==> src/rtl/teletext_acq_pkg.sv <==
// Purpose: Shared constants, types and functions of the Teletext write-control block
// Assumes: Page memory addressed as block / row / column, one byte per location
// Notes:   Check-kind table encodes which error check each received byte gets
package teletext_acq_pkg;
  localparam int NUM_REQ = 12;
  localparam int REQ_COLS = 8;
  // Register map (word index on the plain register port)
  localparam logic [3:0] REG_CTRL = 4'h0;
  localparam logic [3:0] REG_REQ_SEL = 4'h1;
  localparam logic [3:0] REG_REQ_DATA = 4'h2;
  localparam logic [3:0] REG_FLAGS = 4'h3;
  localparam logic [3:0] REG_STATUS = 4'h4;
  localparam logic [3:0] REG_MASK = 4'h5;
  // Control register fields
  localparam int CTRL_ROLL_DIS = 0;
  localparam int CTRL_X24 = 1;
  localparam int CTRL_EXT_OFF = 2;
  localparam int CTRL_ACQ_OFF = 3;
  localparam int CTRL_EIGHT = 4;
  localparam int CTRL_PARALLEL = 5;
  localparam int CTRL_DISP_LSB = 8;
  localparam int SEL_COL_W = 3;
  // Page request RAM layout and reset contents
  localparam logic [2:0] REQ_COL_MAG = 3'h0;
  localparam logic [2:0] REQ_COL_MODE = 3'h7;
  localparam logic [4:0] REQ_RESET_COL0 = 5'h08;
  localparam logic [4:0] REQ_RESET_OTHER = 5'h00;
  // Interrupt status bits
  localparam int IRQ_CLEAR_DONE = 0;
  localparam int IRQ_HAM_ERR = 1;
  localparam int IRQ_PAR_ERR = 2;
  localparam int IRQ_W = 3;
  // Page memory geometry and codes
  localparam logic [4:0] ROW_HDR = 5'h00;
  localparam logic [4:0] ROW_FIRST_TEXT = 5'h01;
  localparam logic [4:0] ROW_LAST_TEXT = 5'h17;
  localparam logic [4:0] ROW_X24 = 5'h18;
  localparam logic [4:0] ROW_CTRL = 5'h19;
  localparam logic [4:0] ROW_P830 = 5'h02;
  localparam logic [5:0] COL_LAST = 6'h27;
  localparam logic [5:0] COL_GREEN = 6'h07;
  localparam logic [5:0] COL_REQUEST_CHANGED_FLAG = 6'h09;
  localparam logic [5:0] COL_TIME_FIRST = 6'h20;
  localparam logic [5:0] HDR_CTRL_LAST = 6'h07;
  localparam logic [5:0] P830_HAM_LAST = 6'h0c;
  localparam logic [3:0] EXT_BLOCK = 4'h9;
  localparam logic [7:0] REQUEST_CHANGED_FLAG_BYTE = 8'h20;
  localparam logic [7:0] GREEN_CODE = 8'h02;
  localparam logic [7:0] SPACE_CODE = 8'h20;
  localparam int HAM_ERR_BIT = 4;
  // Packet numbers
  localparam logic [4:0] PKT_HDR = 5'h00;
  localparam logic [4:0] PKT_LAST_TEXT = 5'h17;
  localparam logic [4:0] PKT_X24 = 5'h18;
  localparam logic [4:0] PKT_X27 = 5'h1b;
  localparam logic [4:0] PKT_X30 = 5'h1e;
  localparam logic [2:0] MAG_EIGHT = 3'h0;

  typedef enum logic [1:0] {CHK_NONE, CHK_PARITY, CHK_HAMMING} check_t;

  // Extension row of a page block inside the extension block
  function automatic logic [4:0] ext_row(input logic [3:0] blk);
    ext_row = (blk == 4'h0) ? 5'h00 : 5'({blk, 1'b0} + 5'h02);
  endfunction

  // Error check applied to one byte
  function automatic check_t check_kind(input logic [4:0] pkt, input logic [5:0] pos,
                                        input logic [1:0] mode, input logic eight);
    check_kind = CHK_NONE;
    if (pkt == PKT_HDR) begin
      if (pos <= HDR_CTRL_LAST) check_kind = CHK_HAMMING;
      else if (!eight) check_kind = CHK_PARITY;
    end else if (pkt <= PKT_LAST_TEXT) begin
      if (!eight) begin
        case (mode)
          2'h0: check_kind = CHK_PARITY;
          2'h2: check_kind = CHK_HAMMING;
          default: check_kind = CHK_NONE;
        endcase
      end
    end else if (pkt == PKT_X24) begin
      if (!eight) check_kind = CHK_PARITY;
    end else if (pkt == PKT_X27) begin
      check_kind = CHK_HAMMING;
    end else if (pkt == PKT_X30) begin
      if (pos <= P830_HAM_LAST) check_kind = CHK_HAMMING;
      else if (!eight) check_kind = CHK_PARITY;
    end
  endfunction
endpackage

==> src/rtl/teletext_header_roll_and_error_check.sv <==
// Purpose: Teletext acquisition write control: rolling headers, time, page clear, checks
// Assumes: Decoded bytes arrive with packet, magazine and position; page match is external
// Notes:   One memory write per cycle; received bytes always win the write port
// Operation
// - Writing request data sets that block's changed flag at bit 5, column 9, row 25.
// - Per-block flag state is refreshed once per field on TV line 1.
// - Flagged display block takes valid headers and a green code at row 0 column 7.
// - First acquisition clears rows 1 to 23 of the block to space 20H.
// - That clear also covers row 24 when row-24 placement is set.
// - That clear also covers the page's extension rows when extension packets are off, for blocks below 9.
// - Last eight header characters go into the display block as time.
// - Header-roll disable blocks row 0 writes except an acquired page header.
// - Acquisition-off stops every write into page memory.
// - Parallel mode: only headers of the requested magazine count as valid.
// - Serial mode: every header counts as valid.
// - Every byte is checked per packet, position, check mode and eight-bit mode.
// - Hamming failure in header control or 8/30 bytes stores byte with bit 4 set.
// - Hamming failure in other protected bytes leaves memory unchanged.
// - Request's two check mode bits select checks for packets 1 to 23.
// - Reset requests match any page, hold on, check mode 0.
// - First eight header bytes are decoded into columns 0 to 7 of row 25.
`timescale 1ns/1ps
module teletext_header_roll_and_error_check
  import teletext_acq_pkg::*;
(
  // Clock and reset
  input wire logic clock_i,
  input wire logic rst_i,
  // Register port
  input wire logic [3:0] reg_addr_i,
  input wire logic [15:0] reg_wdata_i,
  input wire logic reg_we_i,
  input wire logic reg_re_i,
  output logic [15:0] reg_rdata_o,
  // Line timing
  input wire logic tv_line_i,
  input wire logic field_line1_i,
  // Decoded packet bytes
  input wire logic byte_valid_i,
  input wire logic [4:0] pkt_num_i,
  input wire logic [2:0] pkt_mag_i,
  input wire logic [5:0] byte_pos_i,
  input wire logic [7:0] byte_i,
  input wire logic hdr_match_i,
  input wire logic [3:0] match_block_i,
  // Page memory write port
  output logic mem_we_o,
  output logic [3:0] mem_block_o,
  output logic [4:0] mem_row_o,
  output logic [5:0] mem_col_o,
  output logic [7:0] mem_data_o,
  // Status
  output logic clearing_o,
  output logic irq_o
);
  typedef enum {CLR_IDLE, CLR_TEXT, CLR_EXT} clr_state_t;

  logic [4:0] req_ram_q [NUM_REQ*REQ_COLS];
  logic [4:0] req_ram_d [NUM_REQ*REQ_COLS];
  logic [15:0] ctrl_q, ctrl_d, rdata_q, rdata_d;
  logic [3:0] sel_req_q, sel_req_d;
  logic [2:0] sel_col_q, sel_col_d;
  logic [NUM_REQ-1:0] flag_q, flag_d, live_q, live_d, request_changed_flag_q, request_changed_flag_d;
  logic [IRQ_W-1:0] status_q, status_d, mask_q, mask_d, ev;
  logic irq_q, irq_d, green_q, green_d;
  logic roll_q, roll_d;
  logic [5:0] roll_col_q, roll_col_d;
  logic [7:0] roll_data_q, roll_data_d;
  logic acq_on_q, acq_on_d;
  logic [3:0] acq_blk_q, acq_blk_d;
  logic [2:0] acq_mag_q, acq_mag_d;
  clr_state_t clr_q, clr_d;
  logic [3:0] clr_blk_q, clr_blk_d;
  logic [4:0] clr_row_q, clr_row_d, clr_last_q, clr_last_d;
  logic [5:0] clr_col_q, clr_col_d;
  logic we_q, we_d;
  logic [3:0] blk_q, blk_d;
  logic [4:0] row_q, row_d;
  logic [5:0] col_q, col_d;
  logic [7:0] data_q, data_d;

  logic [3:0] disp;
  logic [1:0] mode;
  check_t kind;
  logic [3:0] ham_nib;
  logic ham_ok, par_ok, lenient, keep, hdr_valid, hit, page_pkt, dir_w, roll_w;
  logic [6:0] par_data;
  logic [7:0] chk_data;
  logic [3:0] dir_blk;
  logic [4:0] dir_row;

  hamming84_decode u_ham (
    .code_i(byte_i),
    .nibble_o(ham_nib),
    .ok_o(ham_ok)
  );

  odd_parity_check u_par (
    .code_i(byte_i),
    .data_o(par_data),
    .ok_o(par_ok)
  );

  // Byte checking and write target of the arriving byte
  always_comb begin
    disp = ctrl_q[CTRL_DISP_LSB +: 4];
    page_pkt = pkt_num_i != PKT_HDR && pkt_num_i <= PKT_LAST_TEXT;
    mode = page_pkt ? req_ram_q[{acq_blk_q, REQ_COL_MODE}][1:0] : 2'h0;
    kind = check_kind(pkt_num_i, byte_pos_i, mode, ctrl_q[CTRL_EIGHT]);
    lenient = (pkt_num_i == PKT_HDR && byte_pos_i <= HDR_CTRL_LAST) ||
              (pkt_num_i == PKT_X30 && pkt_mag_i == MAG_EIGHT);
    chk_data = byte_i;
    keep = 1'b1;
    if (kind == CHK_PARITY) begin
      chk_data = {1'b0, par_data};
      keep = par_ok;
    end else if (kind == CHK_HAMMING) begin
      chk_data = {3'h0, 1'b0, ham_nib};
      chk_data[HAM_ERR_BIT] = ~ham_ok;
      keep = ham_ok | lenient;
    end
    // Parallel mode trusts only the display request's magazine
    hdr_valid = !ctrl_q[CTRL_PARALLEL] ||
                pkt_mag_i == req_ram_q[{disp, REQ_COL_MAG}][2:0];
    hit = pkt_num_i == PKT_HDR && hdr_match_i;
    dir_w = 1'b0;
    dir_blk = acq_blk_q;
    dir_row = pkt_num_i;
    if (hit) begin
      dir_w = 1'b1;
      dir_blk = match_block_i;
      dir_row = (byte_pos_i <= HDR_CTRL_LAST) ? ROW_CTRL : ROW_HDR;
    end else if (acq_on_q && pkt_mag_i == acq_mag_q) begin
      if (page_pkt) begin
        dir_w = 1'b1;
      end else if (pkt_num_i == PKT_X24) begin
        dir_w = ctrl_q[CTRL_X24] || !ctrl_q[CTRL_EXT_OFF];
        dir_blk = ctrl_q[CTRL_X24] ? acq_blk_q : EXT_BLOCK;
        dir_row = ctrl_q[CTRL_X24] ? ROW_X24 : ext_row(acq_blk_q);
      end else if (pkt_num_i == PKT_X27) begin
        dir_w = !ctrl_q[CTRL_EXT_OFF];
        dir_blk = EXT_BLOCK;
        dir_row = ext_row(acq_blk_q) + 5'h01;
      end
    end
    if (pkt_num_i == PKT_X30 && pkt_mag_i == MAG_EIGHT && !ctrl_q[CTRL_EXT_OFF]) begin
      dir_w = 1'b1;
      dir_blk = EXT_BLOCK;
      dir_row = ROW_P830;
    end
    // Rolling header while flagged, time always, both gated by roll disable
    roll_w = pkt_num_i == PKT_HDR && hdr_valid && !ctrl_q[CTRL_ROLL_DIS] &&
             byte_pos_i > HDR_CTRL_LAST &&
             (live_q[disp] || byte_pos_i >= COL_TIME_FIRST) &&
             !(hit && match_block_i == disp);
    dir_w = dir_w && byte_valid_i && keep;
    roll_w = roll_w && byte_valid_i && keep;
  end

  // Register port, flags, pending writes, clear engine and write arbitration
  always_comb begin
    req_ram_d = req_ram_q;
    ctrl_d = ctrl_q;
    sel_req_d = sel_req_q;
    sel_col_d = sel_col_q;
    flag_d = flag_q;
    live_d = live_q;
    request_changed_flag_d = request_changed_flag_q;
    mask_d = mask_q;
    ev = '0;
    rdata_d = 16'h0000;
    green_d = green_q;
    roll_d = roll_q;
    roll_col_d = roll_col_q;
    roll_data_d = roll_data_q;
    acq_on_d = acq_on_q;
    acq_blk_d = acq_blk_q;
    acq_mag_d = acq_mag_q;
    clr_d = clr_q;
    clr_blk_d = clr_blk_q;
    clr_row_d = clr_row_q;
    clr_col_d = clr_col_q;
    clr_last_d = clr_last_q;
    we_d = 1'b0;
    blk_d = blk_q;
    row_d = row_q;
    col_d = col_q;
    data_d = data_q;
    // Software writes
    if (reg_we_i) begin
      case (reg_addr_i)
        REG_CTRL: ctrl_d = reg_wdata_i;
        REG_REQ_SEL: {sel_req_d, sel_col_d} = reg_wdata_i[SEL_COL_W +: 7];
        REG_REQ_DATA: begin
          // Requests beyond the last block are ignored
          if (sel_req_q < 4'(NUM_REQ)) begin
            req_ram_d[{sel_req_q, sel_col_q}] = reg_wdata_i[4:0];
            sel_col_d = sel_col_q + 3'h1;
            flag_d[sel_req_q] = 1'b1;
            request_changed_flag_d[sel_req_q] = 1'b1;
          end
        end
        REG_MASK: mask_d = reg_wdata_i[IRQ_W-1:0];
        default: ;
      endcase
    end
    // Software reads, answered in the following cycle only
    if (reg_re_i) begin
      case (reg_addr_i)
        REG_CTRL: rdata_d = ctrl_q;
        REG_REQ_SEL: rdata_d = 16'({sel_req_q, sel_col_q});
        REG_REQ_DATA: rdata_d = 16'(req_ram_q[{sel_req_q, sel_col_q}]);
        REG_FLAGS: rdata_d = 16'(live_q);
        REG_STATUS: rdata_d = 16'(status_q);
        REG_MASK: rdata_d = 16'(mask_q);
        default: rdata_d = 16'h0000;
      endcase
    end
    if (field_line1_i) live_d = flag_d;
    if (tv_line_i && live_q[disp] && !ctrl_q[CTRL_ROLL_DIS]) green_d = 1'b1;
    // Header position 0 decides whether the following packets belong to a page
    if (byte_valid_i && pkt_num_i == PKT_HDR && byte_pos_i == 6'h00) begin
      if (hdr_match_i) begin
        acq_on_d = 1'b1;
        acq_blk_d = match_block_i;
        acq_mag_d = pkt_mag_i;
        // Only one page clear at a time; a clear already running keeps going
        if (flag_q[match_block_i] && clr_q == CLR_IDLE) begin
          flag_d[match_block_i] = 1'b0;
          clr_d = CLR_TEXT;
          clr_blk_d = match_block_i;
          clr_row_d = ROW_FIRST_TEXT;
          clr_col_d = 6'h00;
          clr_last_d = ctrl_q[CTRL_X24] ? ROW_X24 : ROW_LAST_TEXT;
        end
      end else if (pkt_mag_i == acq_mag_q) begin
        acq_on_d = 1'b0;
      end
    end
    // Write port: received byte, then rolling, green, flag writes, clear
    if (dir_w) begin
      we_d = 1'b1;
      {blk_d, row_d, col_d, data_d} = {dir_blk, dir_row, byte_pos_i, chk_data};
      if (roll_w) begin
        roll_d = 1'b1;
        roll_col_d = byte_pos_i;
        roll_data_d = chk_data;
      end
    end else if (roll_w) begin
      we_d = 1'b1;
      {blk_d, row_d, col_d, data_d} = {disp, ROW_HDR, byte_pos_i, chk_data};
    end else if (roll_q) begin
      we_d = 1'b1;
      roll_d = 1'b0;
      {blk_d, row_d, col_d, data_d} = {disp, ROW_HDR, roll_col_q, roll_data_q};
    end else if (green_q) begin
      we_d = 1'b1;
      green_d = 1'b0;
      {blk_d, row_d, col_d, data_d} = {disp, ROW_HDR, COL_GREEN, GREEN_CODE};
    end else if (|request_changed_flag_q) begin
      we_d = 1'b1;
      for (int i = NUM_REQ - 1; i >= 0; i--) begin
        if (request_changed_flag_q[i]) blk_d = 4'(i);
      end
      request_changed_flag_d[blk_d] = 1'b0;
      {row_d, col_d, data_d} = {ROW_CTRL, COL_REQUEST_CHANGED_FLAG, REQUEST_CHANGED_FLAG_BYTE};
    end else if (clr_q != CLR_IDLE) begin
      we_d = 1'b1;
      blk_d = (clr_q == CLR_EXT) ? EXT_BLOCK : clr_blk_q;
      {row_d, col_d, data_d} = {clr_row_q, clr_col_q, SPACE_CODE};
      clr_col_d = clr_col_q + 6'h01;
      if (clr_col_q == COL_LAST) begin
        clr_col_d = 6'h00;
        clr_row_d = clr_row_q + 5'h01;
        if (clr_row_q == clr_last_q) begin
          if (clr_q == CLR_TEXT && ctrl_q[CTRL_EXT_OFF] && clr_blk_q < EXT_BLOCK) begin
            clr_d = CLR_EXT;
            clr_row_d = ext_row(clr_blk_q);
            clr_last_d = ext_row(clr_blk_q) + 5'h01;
          end else begin
            clr_d = CLR_IDLE;
            ev[IRQ_CLEAR_DONE] = 1'b1;
          end
        end
      end
    end
    if (ctrl_q[CTRL_ACQ_OFF]) we_d = 1'b0;
    ev[IRQ_HAM_ERR] = byte_valid_i && kind == CHK_HAMMING && !ham_ok;
    ev[IRQ_PAR_ERR] = byte_valid_i && kind == CHK_PARITY && !par_ok;
    // Write-one-to-clear, a new event in the same cycle wins
    status_d = status_q;
    if (reg_we_i && reg_addr_i == REG_STATUS) status_d = status_q & ~reg_wdata_i[IRQ_W-1:0];
    status_d = status_d | ev;
    irq_d = |(status_d & mask_d);
  end

  // State registers
  always_ff @(posedge clock_i) begin
    if (rst_i) begin
      for (int i = 0; i < NUM_REQ * REQ_COLS; i++) begin
        req_ram_q[i] <= (i % REQ_COLS == 0) ? REQ_RESET_COL0 : REQ_RESET_OTHER;
      end
      ctrl_q <= 16'h0000;
      sel_req_q <= 4'h0;
      sel_col_q <= 3'h0;
      flag_q <= '0;
      live_q <= '0;
      request_changed_flag_q <= '0;
      status_q <= '0;
      mask_q <= '0;
      irq_q <= 1'b0;
      rdata_q <= 16'h0000;
      green_q <= 1'b0;
      roll_q <= 1'b0;
      roll_col_q <= 6'h00;
      roll_data_q <= 8'h00;
      acq_on_q <= 1'b0;
      acq_blk_q <= 4'h0;
      acq_mag_q <= 3'h0;
      clr_q <= CLR_IDLE;
      clr_blk_q <= 4'h0;
      clr_row_q <= 5'h00;
      clr_col_q <= 6'h00;
      clr_last_q <= 5'h00;
      we_q <= 1'b0;
      blk_q <= 4'h0;
      row_q <= 5'h00;
      col_q <= 6'h00;
      data_q <= 8'h00;
    end else begin
      req_ram_q <= req_ram_d;
      ctrl_q <= ctrl_d;
      sel_req_q <= sel_req_d;
      sel_col_q <= sel_col_d;
      flag_q <= flag_d;
      live_q <= live_d;
      request_changed_flag_q <= request_changed_flag_d;
      status_q <= status_d;
      mask_q <= mask_d;
      irq_q <= irq_d;
      rdata_q <= rdata_d;
      green_q <= green_d;
      roll_q <= roll_d;
      roll_col_q <= roll_col_d;
      roll_data_q <= roll_data_d;
      acq_on_q <= acq_on_d;
      acq_blk_q <= acq_blk_d;
      acq_mag_q <= acq_mag_d;
      clr_q <= clr_d;
      clr_blk_q <= clr_blk_d;
      clr_row_q <= clr_row_d;
      clr_col_q <= clr_col_d;
      clr_last_q <= clr_last_d;
      we_q <= we_d;
      blk_q <= blk_d;
      row_q <= row_d;
      col_q <= col_d;
      data_q <= data_d;
    end
  end

  // Outputs straight from flip-flops; clearing_o decoded from the clear state
  assign reg_rdata_o = rdata_q;
  assign mem_we_o = we_q;
  assign mem_block_o = blk_q;
  assign mem_row_o = row_q;
  assign mem_col_o = col_q;
  assign mem_data_o = data_q;
  assign clearing_o = clr_q != CLR_IDLE;
  assign irq_o = irq_q;
endmodule

==> src/rtl/hamming84_decode.sv <==
// Purpose: Hamming 8/4 decoder with single-error correction
// Assumes: Data bits at odd positions, protection bits at even positions
// Notes:   Double errors are flagged, never corrected
`timescale 1ns/1ps
module hamming84_decode (
  // Received byte
  input wire logic [7:0] code_i,
  // Decoded nibble and result
  output logic [3:0] nibble_o,
  output logic ok_o
);
  logic fail_a, fail_b, fail_c, par_good;
  logic [7:0] fixed;

  // Each group must show odd parity; overall parity tells single from double
  always_comb begin
    fail_a = ~(code_i[0] ^ code_i[1] ^ code_i[5] ^ code_i[7]);
    fail_b = ~(code_i[2] ^ code_i[1] ^ code_i[3] ^ code_i[7]);
    fail_c = ~(code_i[4] ^ code_i[1] ^ code_i[3] ^ code_i[5]);
    par_good = ^code_i;
    fixed = code_i;
    if (!par_good) begin
      case ({fail_c, fail_b, fail_a})
        3'h7: fixed[1] = ~code_i[1];
        3'h6: fixed[3] = ~code_i[3];
        3'h5: fixed[5] = ~code_i[5];
        3'h3: fixed[7] = ~code_i[7];
        default: fixed = code_i; // Protection bit hit, data intact
      endcase
    end
    nibble_o = {fixed[7], fixed[5], fixed[3], fixed[1]};
    ok_o = ~par_good | ~(fail_a | fail_b | fail_c);
  end
endmodule

==> src/rtl/odd_parity_check.sv <==
// Purpose: Odd parity check of one 8-bit Teletext character
// Assumes: Bit 7 is the parity bit
// Notes:   Stored character has the parity bit removed
`timescale 1ns/1ps
module odd_parity_check (
  // Received byte
  input wire logic [7:0] code_i,
  // Character and result
  output logic [6:0] data_o,
  output logic ok_o
);
  // Parity bit stripped, result kept apart
  assign data_o = code_i[6:0];
  assign ok_o = ^code_i;
endmodule

==> config.mk <==
export PLATFORM = sky130hd
export DESIGN_NAME = teletext_header_roll_and_error_check
export DESIGN_NICKNAME = d
export VERILOG_FILES = /design/src/rtl/teletext_acq_pkg.sv /design/src/rtl/teletext_header_roll_and_error_check.sv /design/src/rtl/hamming84_decode.sv /design/src/rtl/odd_parity_check.sv
export SDC_FILE = /design/constraint.sdc
export NUM_CORES = 2
export LEC_CHECK = 0
export CAP_MARGIN = 10
export CORE_ASPECT_RATIO = 1.2
export CORE_MARGIN = 2
export CORE_UTILIZATION = 60
export CTS_BUF_LIST = sky130_fd_sc_hd__clkbuf_16
export CTS_CLUSTER_DIAMETER = 120
export DETAILED_ROUTE_END_ITERATION = 10
export DONT_BUFFER_PORTS = 1
export PLACE_DENSITY_LB_ADDON = 0.12
export SLEW_MARGIN = 20
export SYNTH_ARGS = -nofsm -noshare
export SYNTH_HDL_FRONTEND = slang
export SYNTH_SLANG_ARGS = --single-unit
==> constraint.sdc <==
create_clock -name clock_i -period 4.21 [get_ports clock_i]
set_clock_uncertainty 0.15 [all_clocks]
set_input_delay 0.421 -clock clock_i [delete_from_list [all_inputs] [get_ports clock_i]]
set_output_delay 0.421 -clock clock_i [all_outputs]
set_load 0.01 [all_outputs]
==> results.md <==
* Area leader, netlist: sky130_fd_sc_hd__dfxtp_1
* Crit Path Max Fanout at 11
* Routed length per placed instance at 23.7 um
* Ys Warns at 0
* Setup TNS at 0 ps
* Startpoint class of the critical path: flop
* Relative area change from synthesis to final layout at 22.2%
* RSZ-0062 raised after global routing: true
* Remaining number of nets flagged by the antenna check after routing at 0
* Via count of the first global-routing pass at 29994
* Leading register cell type out of synthesis: sky130_fd_sc_hd__dfxtp_1
* Via count normalized by instance count at 6.60
* Hold violation total from the final report at 0
* Total number of H-tree levels at 3
* Inserted Clock Buffers at 68
* Clock root buffer: sky130_fd_sc_hd__clkbuf_16
* Crit. End Element: flop
* Distinct cell type count of the synthesized netlist at 74
* LEAKAGE at 0.0139 uW
* Register bit count reported by yosys at approximately 660
* Fraction of synthesis flops using an asynchronous set or reset pin at 0%
* Detailed Routing Iterations Pass 1 at 8
* DR DRC count at 0
* Clock tree from TritonCTS: done
* Maximum ir drop on the vdd rail at approximately 340 uV
* Synthesized Nets at roughly 3700
* Max Clock Freq at 245 MHz
* TritonCTS Sinks at 662
* Port Buf Inserts at 0
* Largest delay share family, worst path: compound AO/OA/AOI/OAI gates
* Via count at approximately 30000
* Count of fill cells added during filler insertion at 3642
* Sequential element share of the synthesized area at 44.3%
* Class of the worst hold path: in2reg
* Cell Rows at between 80 and 90
* EDFF count, synth at 0
* NumNets Final at 3975
* Ranking of synthesized cells by area: sky130_fd_sc_hd__dfxtp_1, sky130_fd_sc_hd__a21oi_1, sky130_fd_sc_hd__mux2i_1
* Height of the die at 249 um
* Worst Max-Slew Pin Slew at around 1100 ps
* Initial Util at 60.7%
* Internal reg-to-reg setup slack at 120 ps
* Buffers from clock root to sink, at most at 3
* Clock Latency Late Sink at 620 ps
* Slew margin rel. at 26.7%
* Post-CTS clock slew at the launch and capture registers of the worst setup and hold paths at 60 ps
* Placed standard-cell area at 30100 um2
* Area of the mapped netlist at 29900 um2
* Placeable core area at approximately 49000 um2
* Slowest library cell on the worst path: sky130_fd_sc_hd__dlygate4sd3_1
* Maxcap violations at 0
* Buffering stage count on the worst path with inverters included at 3
* Die Wd at ~210 um
* Total I/O pin count at 96
* Status: finished clean
* Library cell with the highest instance count after synthesis: sky130_fd_sc_hd__dfxtp_1
* Tmin final at 4090 ps
* Fin crit share at 97.1%
* Hpwl dp at 64200 um
* Final WL at 109000 um
* Die area at 51600 um2
* Weighted congestion at the end of routability-driven global placement at 0.970
* Critical Path, Cell by Cell: buf_4, mux2i_1, mux4_2, mux2i_1, o211ai_1, o311ai_1, o2111a_2, buf_4, or2_1, o21ai_0, a21oi_1, dlygate4sd3_1
* Post-route cell area at 36500 um2
* Largest net degree at the start of global routing at 377
* Mapped Cells at between 3000 and 4000
* Number of pins with negative max-slew slack in the final report at 0
* Power, Total at 12700 uW
* Critical path data arrival time at between 4000 and 5000 ps
* Share of Yosys cell area claimed by the top area cell type at 44.3%
* Total power divided by cell area at 349 nW/um2
* First-pass GRT wire length at 169000 um
* Synth cell count leaders: sky130_fd_sc_hd__dfxtp_1, sky130_fd_sc_hd__nand2_1, sky130_fd_sc_hd__a21oi_1
* Number of antenna violations at the first check in global routing at 3
* Detailed Route Iter0 Violations at roughly 4200
* Total congestion overflow after global routing at 0
* Path type of the worst setup path: reg2reg
* Worst path required time at 4620 ps
* All-Layer GR Usage at 41.1%
* Mapped Avg Cell Area at 8.14 um2
* Final setup fails at 0
* Peak per-stage delay on the critical path at around 570 ps
* Share of cells above drive strength 1 at 6.53%
[cells in the final DEF, fill, tap and decap left out, types with 15 or more instances in the layout]
cell                            instances
sky130_fd_sc_hd__mux4_2                17
sky130_fd_sc_hd__and2_1                36
sky130_fd_sc_hd__nor2_1               345
sky130_fd_sc_hd__nor2b_1               15
sky130_fd_sc_hd__a22o_1                26
sky130_fd_sc_hd__nand2b_1              19
sky130_fd_sc_hd__a22oi_1              187
sky130_fd_sc_hd__o211ai_1              17
sky130_fd_sc_hd__a211oi_1              29
sky130_fd_sc_hd__clkbuf_16             70
sky130_fd_sc_hd__a221oi_1              38
sky130_fd_sc_hd__nor3_1                52
sky130_fd_sc_hd__mux2_2                15
sky130_fd_sc_hd__xnor2_1               23
sky130_fd_sc_hd__dlygate4sd3_1        407
sky130_fd_sc_hd__and3_1                16
sky130_fd_sc_hd__buf_4                 85
sky130_fd_sc_hd__a21oi_1              429
sky130_fd_sc_hd__inv_1                 47
sky130_fd_sc_hd__nand4_1               60
sky130_fd_sc_hd__mux2i_1              190
sky130_fd_sc_hd__dfxtp_1              660
sky130_fd_sc_hd__o21ai_0              313
sky130_fd_sc_hd__nand2_1              495
sky130_fd_sc_hd__nand3_1              153
[path summary, 6_finish.rpt]
path | startpoint | endpoint | depth (start not counted)
max | ctrl_q[9]$_SDFFE_PP0P_ | clr_row_q[0]$_SDFF_PP0_ | 12
min reg2reg | req_ram_q[402]$_SDFFE_PP0P_ | req_ram_q[402]$_SDFFE_PP0P_ | 2
max reg2reg | ctrl_q[9]$_SDFFE_PP0P_ | clr_row_q[0]$_SDFF_PP0_ | 12
min | reg_addr_i[3] | reg_rdata_o[1]$_SDFF_PP0_ | 3
[logic make-up after synthesis]
family          share of synthesized area [%]
buf+inv                                  4.96
fa+ha+maj                               0.335
xor+xnor                                 1.11
mux                                      8.25
compound gates                           22.4
simple gates                             18.6
flops                                    44.3
[metal layers]
metal / track usage [%] / share of wire (%)
met3: 8.18 / 10
met2: 65.9 / 46
met1: 48.7 / 36
met4: 30.9 / 8.0
met5: 0 / 0.010
[state kept, by name, summed over array words and instances (netlist names), 4 cells and up]
register                flops
mem_row_o                   5
clr_blk_q                   4
mem_col_o                   6
reg_rdata_o                16
live_q                     12
clr_q                      32
roll_data_q                 8
clr_last_q                  5
mem_block_o                 4
clr_row_q                   5
roll_col_q                  6
flag_q                     12
clr_col_q                   6
request_changed_flag_q     12
req_ram_q                 480
ctrl_q                     16
acq_blk_q                   4
mem_data_o                  8
sel_req_q                   4
[tightest hold or removal path: cells and delay by family]
family,cells,cell delay [ps]
compound gates,2,250
simple gates,1,40
[final cells by class]
class                      count  area, um2  area share (%)
timing repair buffer         506       5040            13.8
clock buffer                  70       1750            4.80
inverter                      31        116           0.319
antenna                        3       7.51          0.0206
clock inverter                53        342           0.935
multi-input combinational   2644      15200            41.7
sequential                   662      13300            36.3
tap                          637        797            2.18
[report_power, final]
part,internal [uW],total (uW),switching [uW]
Sequential,6290,6320,32.9
Clock,3210,5830,2620
Combinational,198,589,392
Total,9700,12700,3040
[stage by stage]
step                setup slack (ps)  hold slack, ps  util [%]  cells
floorplan                        691             264         -   3673
global placement                 534             289      61.2   4061
detailed placement               411             296      61.2   4061
CTS                             12.5           0.524      74.1   4597
global route                   -28.8            61.8      74.2   4605
finish                           122            21.1      74.2   4606
[timing repair]
action                     CTS  global route
setup endpoints to repair    0            36
hold endpoints to repair   603             0
gates resized for setup      0             4
buffers inserted             0             6
hold buffers               413             0
Power figures use the tool's default switching activity.
